$ cat config.mk
export PLATFORM = sky130hd
export DESIGN_NAME = cpu_instruction_semantics
export DESIGN_NICKNAME = d
export VERILOG_FILES = /design/src/hdl/cpu_pkg.sv /design/src/hdl/cpu_instruction_semantics.sv
export VERILOG_INCLUDE_DIRS = /design/src /design/src/hdl
export SDC_FILE = /design/constraint.sdc
export NUM_CORES = 1
export LEC_CHECK = 0
export BUFFER_PORTS_ARGS = -buffer_cell sky130_fd_sc_hd__buf_2
export CAP_MARGIN = 20
export CORE_MARGIN = 8
export CORE_UTILIZATION = 46
export CTS_CLUSTER_SIZE = 12
export DETAILED_ROUTE_END_ITERATION = 8
export GPL_ROUTABILITY_DRIVEN = 0
export PLACE_DENSITY_LB_ADDON = 0.12
export SKIP_LAST_GASP = 1
export SLEW_MARGIN = 20
export SYNTH_ARGS = -nofsm -noshare
export SYNTH_HDL_FRONTEND = slang
export SYNTH_SLANG_ARGS = --single-unit
$ cat constraint.sdc
create_clock -name clk -period 4.7 [get_ports clk]
set_clock_uncertainty 0.05 [all_clocks]
set_input_delay 1.41 -clock clk [delete_from_list [all_inputs] [get_ports clk]]
set_output_delay 1.41 -clock clk [all_outputs]
set_load 0.005 [all_outputs]
$ cat src/hdl/cpu_defines.svh
`ifndef CPU_DEFINES_SVH
`define CPU_DEFINES_SVH

// widths of the architectural registers
`define PC_W 15
`define PU_W 7
`define DATA_W 8

// reset values
`define PC_RESET 15'h0000
`define ACC_RESET 8'h00
`define PTR_RESET 8'h00
`define SP_RESET 8'h6f

// opcode groups selected by the upper nibble
`define GRP_LDB_SHORT 4'h4
`define GRP_NIB_CMP 4'h5
`define GRP_DEC_SKIP 4'h8
`define GRP_JMP_ABS 4'h9
`define GRP_CALL_ABS 4'ha
// bit operations selected by the upper five bits, low three pick the bit
`define GRP_BIT_SET 5'h0c
`define GRP_BIT_CLR 5'h0d
`define GRP_BIT_TEST 5'h0e

// single opcodes
`define OP_JMP_LONG 8'hb0
`define OP_CALL_LONG 8'hb1
`define OP_TBL_LOAD 8'hb2
`define OP_TBL_JUMP 8'hb3
`define OP_VECTOR 8'hb4
`define OP_CLR_PEND 8'hb5
`define OP_C_SET 8'hb6
`define OP_C_CLR 8'hb7
`define OP_ROT_R 8'hb8
`define OP_ROT_L 8'hb9
`define OP_PUSH_A 8'hba
`define OP_POP_A 8'hbb
`define OP_AND_SKIP 8'hbc
`define OP_MD_EQ 8'hbd
`define OP_LDB_IMM 8'hbe

// arithmetic group 11ffffmm: function and operand mode
`define FN_ADD 4'h0
`define FN_ADC 4'h1
`define FN_SUBTRACT_WITH_CARRY 4'h2
`define FN_AND 4'h3
`define FN_OR 4'h4
`define FN_XOR 4'h5
`define FN_EQ 4'h6
`define FN_NE 4'h7
`define FN_GT 4'h8
`define FN_LD 4'h9
`define FN_XCH 4'ha
`define FN_LD_INC 4'hb
`define FN_LD_DEC 4'hc
`define FN_XCH_INC 4'hd
`define FN_XCH_DEC 4'he
`define MODE_B 2'h0
`define MODE_X 2'h1
`define MODE_DIR 2'h2
`define MODE_IMM 2'h3

// short relative jump: displacement is field minus bias, field 0x20 is +1
`define JP_BIAS 15'h001f
`define JP_NOP_FIELD 6'h20
// register memory page
`define REG_PAGE 4'hf

`endif

$ cat src/hdl/cpu_pkg.sv
package cpu_pkg;

  // instruction sequencer states
  typedef enum logic [3:0] {
    ST_FETCH,
    ST_OP,
    ST_IMM1,
    ST_IMM2,
    ST_ADDR,
    ST_MEM,
    ST_EXEC,
    ST_PUSH_HI,
    ST_VEC_HI,
    ST_VEC_LO
  } seq_state_e;

endpackage

$ cat src/hdl/cpu_instruction_semantics.sv
`timescale 1ns/100ps
`include "cpu_defines.svh"

module cpu_instruction_semantics
  import cpu_pkg::*;
(
  // clock and reset
  input wire logic clk,
  input wire logic rst,
  // program memory, data valid while prog_rd is high
  output logic [`PC_W-1:0] prog_addr,
  output logic prog_rd,
  input wire logic [`DATA_W-1:0] prog_data,
  // data memory, read data valid while data_rd is high
  output logic [`DATA_W-1:0] data_addr,
  output logic data_rd,
  output logic data_wr,
  output logic [`DATA_W-1:0] data_wdata,
  input wire logic [`DATA_W-1:0] data_rdata,
  // interrupt side
  input wire logic [`PC_W-1:0] vector_addr,
  input wire logic soft_int_set,
  output logic soft_pending,
  // architectural state view
  output logic [`PC_W-1:0] pc,
  output logic [`DATA_W-1:0] acc,
  output logic [`DATA_W-1:0] ptr_b,
  output logic [`DATA_W-1:0] ptr_x,
  output logic [`DATA_W-1:0] stack_ptr,
  output logic carry,
  output logic half_carry,
  output logic instr_done
);

  seq_state_e state_reg, state_next;
  logic [7:0] op_reg, op_next, imm1_reg, imm1_next, imm2_reg, imm2_next;
  logic [7:0] mem_reg, mem_next;
  logic skip_reg, skip_next, done_reg, done_next, pend_reg, clr_pend;
  logic [`PC_W-1:0] pc_reg, pc_next, iaddr_reg, iaddr_next;
  logic [`PC_W-1:0] paddr_reg, paddr_next;
  logic [7:0] acc_reg, acc_next, b_reg, b_next, x_reg, x_next;
  logic [7:0] sp_reg, sp_next;
  logic c_reg, c_next, hc_reg, hc_next;
  logic prd_reg, prd_next, drd_reg, drd_next, dwr_reg, dwr_next;
  logic [7:0] daddr_reg, daddr_next, dwdata_reg, dwdata_next;
  logic alu, auto_fn, prom_read, data_read, cin;
  logic [3:0] func;
  logic [1:0] mode;
  logic [7:0] opnd, addend, opnd_addr, bit_mask;
  logic [8:0] sum9;
  logic [4:0] half5;

  // extra instruction bytes that follow the opcode
  function automatic logic [1:0] extra_bytes(input logic [7:0] op);
    if (op[7:6] == 2'b11)
      return (op[1] == 1'b1) ? 2'd1 : 2'd0;
    else if (op[7:4] == `GRP_JMP_ABS || op[7:4] == `GRP_CALL_ABS)
      return 2'd1;
    else if (op == `OP_JMP_LONG || op == `OP_CALL_LONG || op == `OP_MD_EQ)
      return 2'd2;
    else if (op == `OP_AND_SKIP || op == `OP_LDB_IMM)
      return 2'd1;
    else
      return 2'd0;
  endfunction

  // opcode decode
  assign alu = (op_reg[7:6] == 2'b11);
  assign func = op_reg[5:2];
  assign mode = op_reg[1:0];
  assign auto_fn = (func >= `FN_LD_INC);
  assign prom_read = (op_reg == `OP_TBL_LOAD) || (op_reg == `OP_TBL_JUMP);
  assign data_read = (alu && mode != `MODE_IMM) ||
    (op_reg[7:5] == 3'b011) || (op_reg[7:4] == `GRP_DEC_SKIP) ||
    (op_reg == `OP_MD_EQ) || (op_reg == `OP_POP_A);
  assign opnd = (alu && mode == `MODE_IMM) ? imm1_reg : mem_reg;
  assign bit_mask = 8'h01 << op_reg[2:0];

  // adder shared by add, add with carry and subtract with carry
  assign cin = (func == `FN_ADC || func == `FN_SUBTRACT_WITH_CARRY) ? c_reg : 1'b0;
  assign addend = (func == `FN_SUBTRACT_WITH_CARRY) ? ~opnd : opnd;
  assign sum9 = {1'b0, acc_reg} + {1'b0, addend} + {8'h00, cin};
  assign half5 = {1'b0, acc_reg[3:0]} + {1'b0, addend[3:0]} + {4'h0, cin};

  // operand address in data memory
  always_comb begin
    opnd_addr = b_reg;
    if (alu) begin
      if (auto_fn)
        opnd_addr = mode[0] ? x_reg : b_reg;
      else if (mode == `MODE_X)
        opnd_addr = x_reg;
      else if (mode == `MODE_DIR)
        opnd_addr = imm1_reg;
    end else if (op_reg[7:4] == `GRP_DEC_SKIP)
      opnd_addr = {`REG_PAGE, op_reg[3:0]};
    else if (op_reg == `OP_MD_EQ)
      opnd_addr = imm1_reg;
    else if (op_reg == `OP_POP_A)
      opnd_addr = sp_reg + 8'h01;
  end

  // sequencer and execute
  always_comb begin
    state_next = state_reg;
    op_next = op_reg;
    imm1_next = imm1_reg;
    imm2_next = imm2_reg;
    mem_next = mem_reg;
    skip_next = skip_reg;
    iaddr_next = iaddr_reg;
    pc_next = pc_reg;
    acc_next = acc_reg;
    b_next = b_reg;
    x_next = x_reg;
    sp_next = sp_reg;
    c_next = c_reg;
    hc_next = hc_reg;
    prd_next = 1'b0;
    paddr_next = paddr_reg;
    drd_next = 1'b0;
    dwr_next = 1'b0;
    daddr_next = daddr_reg;
    dwdata_next = dwdata_reg;
    clr_pend = 1'b0;
    done_next = 1'b0;
    unique case (state_reg)
      ST_FETCH: begin
        paddr_next = pc_reg;
        prd_next = 1'b1;
        pc_next = pc_reg + 15'h0001;
        iaddr_next = pc_reg;
        state_next = ST_OP;
      end
      ST_OP: begin
        op_next = prog_data;
        state_next = ST_ADDR;
        if (extra_bytes(prog_data) != 2'd0) begin
          paddr_next = pc_reg;
          prd_next = 1'b1;
          pc_next = pc_reg + 15'h0001;
          state_next = ST_IMM1;
        end
      end
      ST_IMM1: begin
        imm1_next = prog_data;
        state_next = ST_ADDR;
        if (extra_bytes(op_reg) == 2'd2) begin
          paddr_next = pc_reg;
          prd_next = 1'b1;
          pc_next = pc_reg + 15'h0001;
          state_next = ST_IMM2;
        end
      end
      ST_IMM2: begin
        imm2_next = prog_data;
        state_next = ST_ADDR;
      end
      ST_ADDR: begin
        if (skip_reg) begin
          skip_next = 1'b0;
          done_next = 1'b1;
          state_next = ST_FETCH;
        end else if (op_reg == `OP_VECTOR) begin
          paddr_next = vector_addr;
          prd_next = 1'b1;
          state_next = ST_VEC_HI;
        end else if (prom_read) begin
          paddr_next = {pc_reg[14:8], acc_reg};
          prd_next = 1'b1;
          state_next = ST_MEM;
        end else if (data_read) begin
          daddr_next = opnd_addr;
          drd_next = 1'b1;
          if (op_reg == `OP_POP_A)
            sp_next = sp_reg + 8'h01;
          state_next = ST_MEM;
        end else
          state_next = ST_EXEC;
      end
      ST_MEM: begin
        mem_next = prom_read ? prog_data : data_rdata;
        state_next = ST_EXEC;
      end
      ST_EXEC: begin
        done_next = 1'b1;
        state_next = ST_FETCH;
        daddr_next = opnd_addr;
        dwdata_next = acc_reg;
        if (alu) begin
          case (func)
            `FN_ADD: acc_next = sum9[7:0];
            `FN_ADC, `FN_SUBTRACT_WITH_CARRY: begin
              acc_next = sum9[7:0];
              c_next = sum9[8];
              hc_next = half5[4];
            end
            `FN_AND: acc_next = acc_reg & opnd;
            `FN_OR: acc_next = acc_reg | opnd;
            `FN_XOR: acc_next = acc_reg ^ opnd;
            `FN_EQ: skip_next = (acc_reg != opnd);
            `FN_NE: skip_next = (acc_reg == opnd);
            `FN_GT: skip_next = !(acc_reg > opnd);
            `FN_LD: acc_next = opnd;
            `FN_XCH: begin
              if (mode != `MODE_IMM) begin
                acc_next = mem_reg;
                dwr_next = 1'b1;
              end
            end
            `FN_LD_INC, `FN_LD_DEC, `FN_XCH_INC, `FN_XCH_DEC: begin
              acc_next = mem_reg;
              dwr_next = (func == `FN_XCH_INC || func == `FN_XCH_DEC);
              if (mode[0])
                x_next = func[0] ? x_reg + 8'h01 : x_reg - 8'h01;
              else
                b_next = func[0] ? b_reg + 8'h01 : b_reg - 8'h01;
            end
            default: ;
          endcase
        end else if (op_reg[7:6] == 2'b00) begin
          if (op_reg[5:0] != `JP_NOP_FIELD)
            pc_next = iaddr_reg + {9'h000, op_reg[5:0]} - `JP_BIAS;
        end else if (op_reg[7:4] == `GRP_LDB_SHORT)
          b_next = {4'h0, op_reg[3:0]};
        else if (op_reg[7:4] == `GRP_NIB_CMP)
          skip_next = (b_reg[3:0] == op_reg[3:0]);
        else if (op_reg[7:3] == `GRP_BIT_SET) begin
          dwdata_next = mem_reg | bit_mask;
          dwr_next = 1'b1;
        end else if (op_reg[7:3] == `GRP_BIT_CLR) begin
          dwdata_next = mem_reg & ~bit_mask;
          dwr_next = 1'b1;
        end else if (op_reg[7:3] == `GRP_BIT_TEST)
          skip_next = ((mem_reg & bit_mask) == 8'h00);
        else if (op_reg[7:4] == `GRP_DEC_SKIP) begin
          dwdata_next = mem_reg - 8'h01;
          dwr_next = 1'b1;
          skip_next = (mem_reg == 8'h01);
        end else if (op_reg[7:4] == `GRP_JMP_ABS)
          pc_next = {pc_reg[14:12], op_reg[3:0], imm1_reg};
        else if (op_reg[7:4] == `GRP_CALL_ABS ||
                 op_reg == `OP_CALL_LONG) begin
          daddr_next = sp_reg;
          dwdata_next = pc_reg[7:0];
          dwr_next = 1'b1;
          done_next = 1'b0;
          state_next = ST_PUSH_HI;
        end else begin
          case (op_reg)
            `OP_JMP_LONG: pc_next = {imm1_reg[6:0], imm2_reg};
            `OP_TBL_LOAD: acc_next = mem_reg;
            `OP_TBL_JUMP: pc_next = {pc_reg[14:8], mem_reg};
            `OP_CLR_PEND: clr_pend = 1'b1;
            `OP_C_SET: begin
              c_next = 1'b1;
              hc_next = 1'b1;
            end
            `OP_C_CLR: begin
              c_next = 1'b0;
              hc_next = 1'b0;
            end
            `OP_ROT_R: begin
              acc_next = {c_reg, acc_reg[7:1]};
              c_next = acc_reg[0];
            end
            `OP_ROT_L: begin
              acc_next = {acc_reg[6:0], c_reg};
              c_next = acc_reg[7];
            end
            `OP_PUSH_A: begin
              daddr_next = sp_reg;
              dwr_next = 1'b1;
              sp_next = sp_reg - 8'h01;
            end
            `OP_POP_A: acc_next = mem_reg;
            `OP_AND_SKIP: skip_next = ((acc_reg & imm1_reg) == 8'h00);
            `OP_MD_EQ: skip_next = (mem_reg != imm2_reg);
            `OP_LDB_IMM: b_next = imm1_reg;
            default: ;
          endcase
        end
      end
      ST_PUSH_HI: begin
        daddr_next = sp_reg - 8'h01;
        dwdata_next = {1'b0, pc_reg[14:8]};
        dwr_next = 1'b1;
        sp_next = sp_reg - 8'h02;
        if (op_reg == `OP_CALL_LONG)
          pc_next = {imm1_reg[6:0], imm2_reg};
        else
          pc_next = {pc_reg[14:12], op_reg[3:0], imm1_reg};
        done_next = 1'b1;
        state_next = ST_FETCH;
      end
      ST_VEC_HI: begin
        imm1_next = prog_data;
        paddr_next = vector_addr + 15'h0001;
        prd_next = 1'b1;
        state_next = ST_VEC_LO;
      end
      ST_VEC_LO: begin
        pc_next = {imm1_reg[6:0], prog_data};
        done_next = 1'b1;
        state_next = ST_FETCH;
      end
    endcase
  end

  // sequencer registers
  always_ff @(posedge clk) begin
    if (rst) begin
      state_reg <= ST_FETCH;
      op_reg <= 8'h00;
      imm1_reg <= 8'h00;
      imm2_reg <= 8'h00;
      mem_reg <= 8'h00;
      skip_reg <= 1'b0;
      iaddr_reg <= `PC_RESET;
      done_reg <= 1'b0;
    end else begin
      state_reg <= state_next;
      op_reg <= op_next;
      imm1_reg <= imm1_next;
      imm2_reg <= imm2_next;
      mem_reg <= mem_next;
      skip_reg <= skip_next;
      iaddr_reg <= iaddr_next;
      done_reg <= done_next;
    end
  end

  // architectural registers
  always_ff @(posedge clk) begin
    if (rst) begin
      pc_reg <= `PC_RESET;
      acc_reg <= `ACC_RESET;
      b_reg <= `PTR_RESET;
      x_reg <= `PTR_RESET;
      sp_reg <= `SP_RESET;
      c_reg <= 1'b0;
      hc_reg <= 1'b0;
    end else begin
      pc_reg <= pc_next;
      acc_reg <= acc_next;
      b_reg <= b_next;
      x_reg <= x_next;
      sp_reg <= sp_next;
      c_reg <= c_next;
      hc_reg <= hc_next;
    end
  end

  // memory port registers
  always_ff @(posedge clk) begin
    if (rst) begin
      paddr_reg <= `PC_RESET;
      prd_reg <= 1'b0;
      daddr_reg <= 8'h00;
      drd_reg <= 1'b0;
      dwr_reg <= 1'b0;
      dwdata_reg <= 8'h00;
    end else begin
      paddr_reg <= paddr_next;
      prd_reg <= prd_next;
      daddr_reg <= daddr_next;
      drd_reg <= drd_next;
      dwr_reg <= dwr_next;
      dwdata_reg <= dwdata_next;
    end
  end

  // soft interrupt pending, a new request wins over the clear
  always_ff @(posedge clk) begin
    if (rst)
      pend_reg <= 1'b0;
    else if (soft_int_set)
      pend_reg <= 1'b1;
    else if (clr_pend)
      pend_reg <= 1'b0;
  end

  assign prog_addr = paddr_reg;
  assign prog_rd = prd_reg;
  assign data_addr = daddr_reg;
  assign data_rd = drd_reg;
  assign data_wr = dwr_reg;
  assign data_wdata = dwdata_reg;
  assign soft_pending = pend_reg;
  assign pc = pc_reg;
  assign acc = acc_reg;
  assign ptr_b = b_reg;
  assign ptr_x = x_reg;
  assign stack_ptr = sp_reg;
  assign carry = c_reg;
  assign half_carry = hc_reg;
  assign instr_done = done_reg;

endmodule // cpu_instruction_semantics

* Word level (Yosys, flattened, before mapping) *
Index checks and enable logic that the tools add are counted.
Widths: inputs -> output; s select.

cells by class
  equality and inequality tests = 131
  reductions and logical operators = 55
  mux-type cells = 219
  shifts and indexed selects = 1
  add/subtract/negate cells = 16
  bitwise operators = 10
  order comparisons = 2

operator list
  operator               count
  $mux 8                 78
  $mux 15                19
  $eq 8x8->1 const B     20
  $pmux 15 s6            1
  $mux 1                 80
  $pmux 15 s5            1
  $pmux 8 s3             3
  $ne 3x3->1 const B     22
  $ne 2x2->1 const B     30
  $eq 4x4->1 const B     14
  $pmux 8 s7             1
  $eq 4x3->1 const B     10
  $mux 3                 12
  $pmux 4 s9             1
  $reduce_and 12->1      3
  $and 8x8->8            4
  $sub 8x1->8 const B    4
  $add 15x1->15 const B  2
  $pmux 15 s2            1
  $reduce_and 13->1      2
  $add 8x1->8 const B    3
  $mux 2                 10
  $ne 4x4->1 const B     5
  $ne 6x6->1 const B     3
  other kinds (55)       105

storage, ports and cells
  register bits after elaboration = 137
  bits of input ports = 34
  logic and storage cells = 458

* Depth between registers and ports, before layout *
  depth in word-level cells = 17
  mapped depth = 16
  mapped depth without buffers = 14

* Worst setup path before layout *
Ideal clock, no wire load.

  kind = register to register
  start point = reg op_reg[2]
  end point = reg acc_reg[6] (netlist: acc[6])
  slack = 1.019 ns
  data arrival time = 3.560 ns
  required time = 4.580 ns
  buffers on the path = 2
  cell stages (with the launch flop) = 17
  path through = dfxtp_1 -> buf_2 -> buf_4 -> clkinv_1 -> nand2_1 -> nor2_1 -> xnor2_1 -> fa_1 -> inv_1 -> fa_1 -> nor2b_1 -> o21ai_0 -> nand2b_1 -> a31o_2 -> xnor2_1 -> a2111o_1 -> a21oi_1

between the ends
  word-level cells in the longest chain between the ends = 13
  elaborated cells between the ends (all ways) = 43
  those cells by class = add/sub (2); eq/ne (19); mux (14); reduce/logical (8)

ends and longest elaborated chain
  item                                                                  RTL line                          source
  start: declaration                                                    cpu_instruction_semantics.sv:36   logic [7:0] op_reg, op_next, imm1_reg, imm1_next, imm2_reg, imm2_next;
  start signal: assignment                                              cpu_instruction_semantics.sv:323  op_reg <= op_next;
  parallel branches: the longest is 13 deep, another holds $add 8x8->9  -
  end signal: assignment                                                cpu_instruction_semantics.sv:337  acc_reg <= `ACC_RESET;
  end signal: assignment                                                cpu_instruction_semantics.sv:345  acc_reg <= acc_next;
  end: declaration                                                      cpu_instruction_semantics.sv:41   logic [7:0] acc_reg, acc_next, b_reg, b_next, x_reg, x_next;

Several ways; the timed one is not identified. The select of a mux whose other input is x is not followed.
A chain may end at the register's enable or synchronous reset.

* Worst setup path in the final report *
  start point = reg op_reg[5]
  end point = reg acc_reg[6] (netlist: acc[6])

Same word-level chain as after synthesis.

==> out/results.ini <==
[clocking]
clock_path_buffers = 2
cts_made_buffers = 17
cts_setup_buffers = 0
clk_pin_slew_ns = 0.07
clock_sinks = 137
cts_resized = 0
clock_latency_ns = 0.44
cts_hold_buffers = 0
cts_tree = built
cts_root_buf = clkbuf_16
h-tree-depth = 4

[synth]
synth_fa_ha_area_frac = 0.0799
avgSynthCellArea_um2 = 7.26
synth_compound_area_frac = 0.298
synth-simple-area-share = 0.228
ys_ff_latch = 137
yosys.area.top_type = dfxtp_1
syn_inst = 1703
muxShareOfSynthArea = 0.0518
synth_top_area_frac = 0.222
synth-edff-count = 0
ys_types = 91
synth_area_leaders = dfxtp_1, ha_1, a21oi_1
synth_xor_xnor_area_share = 0.0531
async_flop_share = 0
synth_area_mm2 = 0.0124
synth_top_family_by_area = compound AO/OA/AOI/OAI gates
syn_nets = 1813
yosysSeqAreaShare = 0.222
ys.flop_type = dfxtp_1
yosys_warnings = 0

[placed_design]
place.detailed.hpwl_um = 35800
io_buffer_count = 118

[routing]
vias_per_cell = 6.61
wl_per_cell_um = 23.9
drt_iter0_drc = 1843
ant_nets = 0
vias = 13900
first_pass_iters = 6
drt-total-wl_um = 50300
drc_errors = 0

[hold_path]
holdCritPathClass = flip-flop to flip-flop

[layout]
mostFrequentLayoutCell = nand2_1
final_util = 0.519
drive_above_1_share = 0.135
final_cell_mix = nand2_1, a21oi_1, nor2_1, dfxtp_1, buf_2
diodes = 0
final_net_count = 1861
area_delta_synth_final_pct = 11.8

[sta]
slew_viol_final = 0
period_minus_slack_ns = 3.61
slew_headroom = 0.313
setup_viol = 0
fin_crit_sh = 0.768
tns_ns = 0
worst_pin_slew_ns = 1.03
hold_viol = 0
max_freq_mhz = 277
rsz0062_at_grt = no
worst_hold_slack_ns = 0.404

[critical_path]
r2r_slack_ns = 1.09
critical_path_class = flip-flop to flip-flop
start_kind = flip-flop
crit_path_end_kind = flip-flop
cp.required_ns = 5.01
critPathMaxFanout = 32
crit_arrival_ns = 3.92

[outcome]
outcome = finished, final reports clean

[power_and_ir_drop]
power.density_mw_per_mm2 = 263
p_leak_nw = 5.69
vdd_ir_drop_max_uv = 205

[grt]
grt_pass1_vias = 12900
grt-ovfl-total = 0
antenna_found_initial = 1
met3_usage = 0.0849
grt_pass1_wl_um = 77100
gr-usage-all-layers = 0.297
use_met1 = 0.401
use_met2 = 0.437
busiest_layer = met2
grt_max_degree = 86

[floorplanning]
io_pins = 119
core_mm2 = 0.0267
rows = 60
die_area_mm2 = 0.0324
die_w_um = 180
die_y_um = 180
start_util = 0.464

[flow_run]
max_cap_viol_count = 0

[path summary, 6_finish.rpt]
path / startpoint / end / cells past startpoint
setup / recovery: op_reg[5]$_SDFFE_PP0P_ / acc[6]$_SDFFE_PP0P_ / 13
hold / removal: data_wdata[1]$_SDFFE_PP0N_ / data_wdata[1]$_SDFFE_PP0N_ / 2
hold reg to reg: data_wdata[1]$_SDFFE_PP0N_ / data_wdata[1]$_SDFFE_PP0N_ / 2
setup reg to reg: op_reg[5]$_SDFFE_PP0P_ / acc[6]$_SDFFE_PP0P_ / 13
[worst max-delay path, stage by stage, from the launching register on]
cell      delay, ns
dfxtp_1        0.63
buf_4          0.41
nor2_1         0.19
and3_1         0.22
fa_1           0.41
inv_1          0.09
fa_1           0.20
nor2b_1        0.05
o21ai_0        0.15
nand2b_1       0.13
a31o_2         0.29
xnor2_1        0.14
a2111o_1       0.42
a21oi_1        0.14
[cells by family after synthesis]
group	after synthesis
muxes	63
xor gates and xnor gates	75
buffers and inverters	205
adders and majority gates	76
and+or+nand+nor	593
AOI/OAI and AO/OA	554
DFF	137
[per-layer routing]
| metal | up-vias | part of all wire |
|---|---|---|
| li1 | 6359 | - |
| met1 | 6494 | 0.42 |
| met2 | 905 | 0.41 |
| met3 | 162 | 0.12 |
| met4 | 2 | 0.042 |
| met5 | - | 0.00090 |
[where the power goes]
part           internal [mW]  total, mW  switching (mW)
Clock                  0.913       1.52           0.610
Combinational          0.285      0.815           0.530
Sequential              1.21       1.30          0.0846
[cells in the mapped netlist, types with 8 or more instances]
cell type	n
mux2i_1	55
xnor2_1	48
o31ai_1	9
nor2_1	166
a221oi_1	17
nor4_1	16
a31oi_1	11
mux2_2	8
a21oi_1	167
nand3_1	38
o211ai_1	12
a22oi_1	14
and2_1	9
o21ai_0	103
nor3_1	40
ha_1	71
a21o_1	12
or3_1	14
o221ai_1	11
clkbuf_1	92
o22ai_1	14
nor2b_1	12
buf_2	34
nand2b_1	19
nand2_1	198
a211o_1	10
buf_1	10
xor2_1	27
dfxtp_1	137
a211oi_1	57
a311oi_1	23
inv_1	60
and3_1	22
nand4_1	17
[layout make-up]
class / instances / area, um2
multi-input cells: 1361 / 8800
clock inverters: 12 / 188
inverters: 63 / 236
fillers: 2684 / 12800
clock buffers: 20 / 447
well taps: 341 / 427
repair buffers: 171 / 991
flip-flops and latches: 137 / 2740
[through the flow]
step | instances | total power [mW] | setup WS [ns] | instance area, um2
finish | 2105 | 3.63 | 1.09 | 13800
global route | 2105 | 3.76 | 0.977 | 13800
CTS | 2105 | 3.62 | 1.18 | 13800
detailed placement | 2073 | 2.11 | 0.902 | 13200
global placement | 2073 | 2.10 | 0.913 | 13200
floorplan | 1703 | 1.84 | 1.02 | 12400
Power figures use the tool's default switching activity.
